<file path="src/hw/rft_pkg.sv">
// Package of constants for the boot ROM/Flash access timing controller
package rft_pkg;
	// ----------------------------------------
	// Timing counts, in processor bus clocks
	// ----------------------------------------
	// First beat = access + 10, later beats = access + 4 (wide block)
	localparam logic [7:0] FIRST_OVH = 8'h0a;
	localparam logic [7:0] NEXT_OVH = 8'h04;
	// Narrow block: each of four device reads costs access + 4, plus a 6 clock start
	localparam logic [7:0] NARROW_OVH = 8'h06;
	localparam logic [7:0] DEV_OVH = 8'h04;
	localparam logic [7:0] WRITE_CLOCKS = 8'h15;
	localparam logic [1:0] BURST_BEATS = 2'h3;
	localparam int NARROW_READS = 4;
	localparam logic [4:0] ACC_RESET = 5'h0c;
endpackage

</file>
<file path="src/hw/rft_ctrl.sv">
// Top of the boot ROM/Flash access timing controller
`timescale 1ns/1ps
module rft_ctrl (
	input wire logic CLOCK,
	input wire logic RESET_N,
	input wire logic START,
	input wire logic BLOCK_SEL,
	input wire logic WRITE,
	input wire logic BURST,
	input wire logic [3:0] SIZE,
	input wire logic [4:0] ACC_A,
	input wire logic [4:0] ACC_B,
	input wire logic WIDE_A,
	input wire logic WIDE_B,
	output logic BUSY,
	output logic ACK,
	output logic LAST,
	output logic ERROR,
	output logic DEV_RD,
	output logic DEV_WR
);
	typedef enum logic [1:0] {S_IDLE, S_READ, S_WRITE} rft_state_t;
	rft_state_t state_q, state_d;
	logic [1:0] beat_q;
	logic burst_q, wide_q, busy_q, ack_q, last_q, err_q, dev_rd_q, dev_wr_q;
	logic [4:0] acc_q;
	logic [7:0] load_cnt;
	logic tmr_load, tmr_done;

	// ----------------------------------------
	// Request decode
	// ----------------------------------------
	wire [4:0] acc_sel = BLOCK_SEL ? ACC_B : ACC_A;
	wire wide_sel = BLOCK_SEL ? WIDE_B : WIDE_A;
	// A single byte needs one device cycle, so it costs like a wide block
	wire eff_wide = wide_sel || (!BURST && SIZE == 4'h1);
	wire bad_req = WRITE && BURST;
	wire take = START && state_q == S_IDLE;
	wire [7:0] acc8 = {3'h0, acc_sel};
	wire [7:0] acc8_q = {3'h0, acc_q};
	// Narrow beat = four device reads; first adds fixed start cost
	wire [7:0] narrow_beat = 8'(rft_pkg::NARROW_READS) * (acc8 + rft_pkg::DEV_OVH);
	wire [7:0] first_cnt = eff_wide ? acc8 + rft_pkg::FIRST_OVH : narrow_beat + rft_pkg::NARROW_OVH;
	wire [7:0] next_cnt = wide_q ? acc8_q + rft_pkg::NEXT_OVH
		: 8'(rft_pkg::NARROW_READS) * (acc8_q + rft_pkg::DEV_OVH);
	wire more = state_q == S_READ && tmr_done && burst_q && beat_q != rft_pkg::BURST_BEATS;
	assign tmr_load = (take && !bad_req) || more;
	assign load_cnt = take ? (WRITE ? rft_pkg::WRITE_CLOCKS : first_cnt) : next_cnt;

	always_comb
	begin
		state_d = state_q;
		unique case (state_q)
			S_IDLE: if (take && !bad_req) state_d = WRITE ? S_WRITE : S_READ;
			S_READ: if (tmr_done && !more) state_d = S_IDLE;
			S_WRITE: if (tmr_done) state_d = S_IDLE;
		endcase
	end

	rft_beat_timer #(.W(8)) u_tmr (
		.clk(CLOCK),
		.rst_n(RESET_N),
		.load(tmr_load),
		.count(load_cnt),
		.done(tmr_done)
	);

	// ----------------------------------------
	// State and outputs
	// ----------------------------------------
	always_ff @(posedge CLOCK)
	begin
		if (!RESET_N)
		begin
			state_q <= S_IDLE;
			beat_q <= 2'h0;
			burst_q <= 1'b0;
			wide_q <= 1'b1;
			acc_q <= rft_pkg::ACC_RESET;
			busy_q <= 1'b0;
			ack_q <= 1'b0;
			last_q <= 1'b0;
			err_q <= 1'b0;
			dev_rd_q <= 1'b0;
			dev_wr_q <= 1'b0;
		end
		else
		begin
			state_q <= state_d;
			if (take)
			begin
				beat_q <= 2'h0;
				burst_q <= BURST;
				wide_q <= eff_wide;
				acc_q <= acc_sel;
			end
			else if (more)
				beat_q <= beat_q + 2'h1;
			busy_q <= state_d != S_IDLE;
			ack_q <= state_q != S_IDLE && tmr_done;
			last_q <= state_q != S_IDLE && tmr_done && !more;
			err_q <= take && bad_req;
			dev_rd_q <= state_d == S_READ;
			dev_wr_q <= state_d == S_WRITE;
		end
	end
	assign BUSY = busy_q;
	assign ACK = ack_q;
	assign LAST = last_q;
	assign ERROR = err_q;
	assign DEV_RD = dev_rd_q;
	assign DEV_WR = dev_wr_q;

	// ----------------------------------------
	// Helper: ACKs seen since the last take
	// ----------------------------------------
	// Counting beats here avoids a long repetition in the pairing checks
	logic [2:0] acks_q;
	always_ff @(posedge CLOCK)
	begin
		if (!RESET_N || take)
			acks_q <= 3'h0;
		else if (ack_q)
			acks_q <= acks_q + 3'h1;
	end
endmodule // rft_ctrl

</file>
<file path="src/hw/rft_beat_timer.sv">
// Down counter that marks the end of one timed interval
`timescale 1ns/1ps
module rft_beat_timer #(
	parameter int W = 8
) (
	input wire logic clk,
	input wire logic rst_n,
	input wire logic load,
	input wire logic [W-1:0] count,
	output logic done
);
	logic [W-1:0] cnt_q;
	logic run_q;
	// A width below one bit leaves nothing to count with
	if (W < 1)
	begin : g_bad_width
		$error("rft_beat_timer needs W of at least 1");
	end
	assign done = run_q && (cnt_q == W'(1));
	always_ff @(posedge clk)
	begin
		if (!rst_n)
		begin
			cnt_q <= '0;
			run_q <= 1'b0;
		end
		else if (load)
		begin
			cnt_q <= count;
			run_q <= 1'b1;
		end
		else if (run_q)
		begin
			cnt_q <= cnt_q - W'(1);
			run_q <= (cnt_q != W'(1));
		end
	end
endmodule // rft_beat_timer

</file>
<file path="config.mk">
export PLATFORM = sky130hd
export DESIGN_NAME = rft_ctrl
export DESIGN_NICKNAME = d
export VERILOG_FILES = /design/src/hw/rft_pkg.sv /design/src/hw/rft_ctrl.sv /design/src/hw/rft_beat_timer.sv
export SDC_FILE = /design/constraint.sdc
export NUM_CORES = 1
export LEC_CHECK = 0
export ABC_CLOCK_PERIOD_IN_PS = 4600
export BUFFER_PORTS_ARGS = -buffer_cell sky130_fd_sc_hd__buf_2
export CAP_MARGIN = 30
export CORE_ASPECT_RATIO = 0.5
export CORE_UTILIZATION = 55
export DETAILED_ROUTE_END_ITERATION = 8
export GPL_TIMING_DRIVEN = 0
export PLACE_DENSITY = 0.78
export SYNTH_ARGS = -nofsm -noshare
export SYNTH_HDL_FRONTEND = slang
export SYNTH_SLANG_ARGS = --single-unit
</file>
<file path="constraint.sdc">
create_clock -name CLOCK -period 4.6 [get_ports CLOCK]
set_input_delay 1.38 -clock CLOCK [delete_from_list [all_inputs] [get_ports CLOCK]]
set_output_delay 1.38 -clock CLOCK [all_outputs]
set_load 0.02 [all_outputs]
</file>
---- Word level (Yosys, flattened, before mapping) ----
Cells that the tools add are included.
cells by class
  $add $sub $neg .......................... 6
  multiply operators ...................... 0
  div/mod/pow operators ................... 0
  $lt $le $gt $ge ......................... 0
  eq/ne operators ......................... 8
  shift-type cells ........................ 0
  muxes and demuxes ....................... 15
  bitwise logic cells ..................... 1
  reduce and logical (&&, ||, !) cells .... 22
operator list
  kind                                                   count
  2-to-1 mux 8 bit                                       6
  adder 5 x 3 -> 6 bit, second input constant            2
  logical AND 1 bit                                      12
  adder 8 x 3 -> 8 bit, second input constant            1
  equality test 8 x 1 -> 1 bit, second input constant    1
  2-to-1 mux 2 bit                                       4
  inequality test 8 x 1 -> 1 bit, second input constant  1
  subtractor 8 x 1 -> 8 bit, second input constant       1
  adder 5 x 4 -> 6 bit, second input constant            1
  case mux 2 bit (3 select lines)                        1
  nonzero test 2 bit                                     3
  2-to-1 mux 5 bit                                       1
  equality test 2 x 1 -> 1 bit, second input constant    2
  equality test 2 bit, second input constant             2
  equality test 4 x 1 -> 1 bit, second input constant    1
  zero test 1 bit                                        3
  2-to-1 mux 1 bit                                       3
  adder 2 x 1 -> 2 bit, second input constant            1
  zero test 2 bit                                        1
  logical OR 1 bit                                       2
  inequality test 2 bit, second input constant           1
  OR reduction 2 bit                                     1
  inverter 1 bit                                         1
storage, ports and cells
  flip-flop bits (word level) ............. 26
  latch bits .............................. 0
  RAM bits ................................ 0
  memory bits (read-only) ................. 0
  bits of input ports ..................... 22
  output and inout port bits .............. 6
  logic and storage cells ................. 65
  memories kept ........................... 0

---- Logic depth before layout (Yosys ltp) ----
  depth in word-level cells ............... 10
  mapped depth ............................ 10
  depth with buffers taken out ............ 8

---- Hierarchy ----
A second synthesis with hierarchy kept.
unflattened totals
  cells, all modules ...................... 204
  area total of the unflattened synthesis .. 1849.3 µm²
by module, submodules not included
  module          times used  cells an instance  area each (µm²)  seq. area each (µm²)
  rft_ctrl        1           140                1285.0           340.3
  rft_beat_timer  1           64                 564.3            180.2

---- Worst setup path after synthesis ----
No wires, ideal clock.
  kind .................................... input to register
  start ................................... input port BLOCK_SEL
  end ..................................... register u_tmr.cnt_q[7]
  library setup time ...................... 0.128 ns
  data arrival time ....................... 3.053 ns
  data required time ...................... 4.472 ns
  setup slack ............................. 1.419 ns
  cell stages on the path ................. 9
  path buffers ............................ 2
  path through ............................ clkbuf_2 -> buf_2 -> mux2i_4 -> inv_1 -> ha_1 -> nand3b_1 -> nor4b_1 -> a221oi_1 -> a21oi_1
between the ends
  word-level cells in the longest chain between the ends .. 7
  elaborated cells on any way between the ends .. 9
  those cells by class .................... add/sub (2); mux (6); reduce/logical (1)
ends and longest elaborated chain
  element                         line                  text
  start: declaration              rft_ctrl.sv:7         input wire logic BLOCK_SEL,
  2-to-1 mux 5 bit                rft_ctrl.sv:33        wire [4:0] acc_sel = BLOCK_SEL ? ACC_B : ACC_A;
  net acc_sel[3]                  rft_ctrl.sv:33
  adder 5 x 3 -> 6 bit            rft_ctrl.sv:42        wire [7:0] narrow_beat = 8'(rft_pkg::NARROW_READS) * (acc8 + rft_pkg::DEV_OVH);
  adder 8 x 3 -> 8 bit            rft_ctrl.sv:43        wire [7:0] first_cnt = eff_wide ? acc8 + rft_pkg::FIRST_OVH : narrow_beat + rft_pkg::NARROW_OVH;
  2-to-1 mux 8 bit                rft_ctrl.sv:43
  2-to-1 mux 8 bit (2 in series)  rft_ctrl.sv:48        assign load_cnt = take ? (WRITE ? rft_pkg::WRITE_CLOCKS : first_cnt) : next_cnt;
  2-to-1 mux 8 bit                rft_beat_timer.sv:27  else if (load)
  end signal: assignment          rft_beat_timer.sv:29  cnt_q <= count;
  end signal: assignment          rft_beat_timer.sv:34  cnt_q <= cnt_q - W'(1);
  end: declaration                rft_beat_timer.sv:12  logic [W-1:0] cnt_q;
The timed path passes the listed nets, and every way through them passes these cells.
A chain may end at the register's enable or synchronous reset.

---- Worst setup path after layout ----
Same ends and word-level chain as after synthesis.

==> impl_metrics.tcl <==
set metrics [dict create \
    outcome "completed" \
    h-tree-depth 1 \
    cts_tree "yes" \
    cts_buffers 3 \
    worst_setup_path_end_kind "register" \
    drc 0 \
    place_ws_ns 1.208 \
    synth-seq-cells 26 \
    syn_to_final_growth_pct 13.34 \
    via_per_inst 5.724 \
    synth_edf_count 0 \
    hold_viol 0 \
    row_count 14 \
    power.density_nw_per_um2 318.4 \
    drt_wl_total_um 4024 \
    p_comb_share_pct 33.3 \
    grt_pass1_wl_um 6589 \
    startpoint_type "input port" \
    grt_start_max_net_pins 15 \
    cp_max_fo 10 \
    fp.dieW_um 82.07 \
    num_io_pins 28 \
    min_path_type "register to register" \
    intPower_uw 420.1 \
    syn-cell-area_um2 1763 \
    maxCapViolCount 0 \
    drt-initial-drc-count 84 \
    dpl.cell_count 271 \
    clk_pin_slew_ns 0.09 \
    critPathKind "input port to register" \
    cts.path.max_buffers 2 \
    switchingPower_uw 216.0 \
    cp_slowest_cell "mux2i_4" \
    netSwitchingFraction_pct 33.96 \
    cts_hold_buf 0 \
    final-setup-viol-count 0 \
    synth-xor-area-share_pct 7.949 \
    die_h_um 42.04 \
    synth_flop_cell "dfxtp_1" \
    post_cts_buffers 0 \
    critical_path_buf_inv_count 3 \
    finalMaxSlewViolations 0 \
    synthCells 205 \
    syn-num-nets 240 \
    whs_ns 0.5007 \
    layout_common_cells "buf_2 (28), dfxtp_1 (26), nand2_1 (21)" \
    dpl-instance-area_um2 1943 \
    fin_cells 275 \
    synthMuxAreaShare_pct 6.529 \
    fin_area_um2 1998 \
    core_um2 3030 \
    dr.pass1.iters 4 \
    final_common_cell "buf_2" \
    p_seq_share_pct 43.1 \
    clkPwrFrac_pct 23.7 \
    max_freq_mhz 318.5 \
    cts-root-buf "clkbuf_8" \
    vias 1574 \
    ant_nets 0 \
    critical_path_required_ns 4.76 \
    slew_headroom_pct 63.79 \
    grt_overflow 0 \
    yosysSeqAreaShare_pct 29.52 \
    synth_adder_area_share_pct 9.226 \
    avgSynthCellArea_um2 8.600 \
    tns_ns 0 \
    fin_nets 271 \
    worst_pin_slew_ns 0.5281 \
    drive_above_1_share_pct 20.43 \
    synthSimpleGateAreaFrac_pct 21.43 \
    layout_setup_ws_ns 1.460 \
    synth_cell_type_count 46 \
    grt_usage_pct 25.86 \
    synth_top_family_by_area "simple AND/OR/NAND/NOR gates" \
    antenna_cells_inserted 0 \
    fin_crit_ns 3.140 \
    vdd_drop_max_mv 0.1531 \
    clock_sinks 26 \
    fin_worst_skew_ns 0.001130 \
    cts_resized 0 \
    port_buffers 26 \
    ys_warn_count 0 \
    grt_pass1_vias 1459 \
    leakage_nw 0.8942 \
    critical_path_arrival_ns 3.30 \
    post-dp-hpwl_um 3140 \
    fin_crit_sh_pct 68.25 \
    gp_congestion 0.9305 \
    critPathTopFamily "buffers and inverters" \
    crit_chain "clkbuf_2 -> buf_2 -> mux2i_4 -> inv_1 -> ha_1 -> nand3b_1 -> nor4b_1 -> a221oi_1 -> a21oi_1" \
    rsz0062_at_grt "no" \
    async_flop_share_pct 0 \
    cpPeakStageDelay_ns 0.32 \
    start_util_pct 58.18 \
    synth_compound_area_share_pct 20.23 \
    dieArea_um2 3450 \
    antenna_found_initial 0 \
    wire_per_inst_um 14.63 \
    clock_latency_ns 0.28 \
]
## metrics by stage
step | util (%) | total power [mW]
6_report | 65.94 | 0.6362
5_1_grt | 65.94 | 0.6713
4_1_cts | 65.94 | 0.6358
3_5_place_dp | 64.12 | 0.4874
3_3_place_gp | 64.12 | 0.4782
2_1_floorplan | - | 0.4324
## layer usage
metal	routed length (um)	share of wire, %	global-route usage (%)	vias up
met4	15	0.37	6.316	0
met2	1805	45	43.47	58
met5	0	0	0	-
li1	-	-	-	788
met1	1934	48	33.78	725
met3	268	6.7	5.435	3
## flip-flops by register name (all words and copies together), names as in the netlist
| signal | flops |
|---|---|
| u_tmr.run_q | 1 |
| DEV_RD | 1 |
| state_q | 2 |
| LAST | 1 |
| acc_q | 5 |
| BUSY | 1 |
| wide_q | 1 |
| burst_q | 1 |
| ACK | 1 |
| u_tmr.cnt_q | 8 |
| DEV_WR | 1 |
| ERROR | 1 |
| beat_q | 2 |
## power by group through the flow
stage | Combinational (mW) | Clock [mW] | Sequential [mW]
final | 0.212 | 0.150 | 0.274
after global placement | 0.201 | 0 | 0.277
after global routing | 0.233 | 0.161 | 0.277
after CTS | 0.210 | 0.152 | 0.274
after detailed placement | 0.209 | 0 | 0.279
after floorplan | 0.154 | 0 | 0.279
## layout make-up
type,count,area (um^2)
multi-input combinational,161,1152
fill,264,1032
sequential,26,520.5
timing repair buffer,26,130.1
buffer,10,60.06
clock buffer,4,55.05
tap,40,50.05
inverter,8,30.03
## cells in the mapped netlist (all sizes together) (2+ instances only)
| master | n | area share (%) |
|---|---|---|
| nor2b | 5 | 1.8 |
| nor4 | 2 | 1.6 |
| ha | 13 | 9.2 |
| nor3b | 3 | 1.3 |
| dfxtp | 26 | 30 |
| nand3 | 8 | 2.3 |
| buf | 5 | 2.3 |
| mux2 | 2 | 1.3 |
| o211ai | 8 | 3.4 |
| xnor2 | 9 | 4.5 |
| nand2 | 23 | 5.2 |
| nor2 | 14 | 3.0 |
| clkbuf | 5 | 1.1 |
| a21boi | 2 | 0.85 |
| inv | 8 | 1.7 |
| a31oi | 3 | 1.1 |
| o22ai | 2 | 0.71 |
| o21ai | 13 | 4.3 |
| xor2 | 7 | 3.5 |
| mux2i | 8 | 5.3 |
| o211a | 3 | 1.7 |
| nor3 | 4 | 1.1 |
| a21oi | 15 | 4.3 |
| and3b | 3 | 1.6 |
## kinds of logic (layout without fill, tap and decap cells)
kind of cell    count (synthesis)  count (layout)
xor+xnor                       16              16
simple gates                   69              69
flops                          26              26
buf+inv                        18              48
mux                            10              10
fa+ha+maj                      13              13
compound gates                 53              53
## final timing paths
path	startpoint	cells past startpoint	endpoint	slack, ns
worst min register to register	burst_q	2	burst_q	0.50
worst max register to register	state_q[1]	7	DEV_WR	2.72
worst min-delay path	burst_q	2	burst_q	0.50
worst max-delay path	BLOCK_SEL	9	u_tmr.cnt_q[7]	1.46
## worst register-to-register path: cells and delay by family (launching register included)
| kind | cells | cell delay [ns] |
|---|---|---|
| compound gates | 1 | 0.19 |
| flops | 1 | 0.34 |
| buf+inv | 1 | 0.12 |
| fa+ha+maj | 1 | 0.20 |
| simple gates | 4 | 0.94 |
No activity file was read; power rests on OpenSTA's default activity.
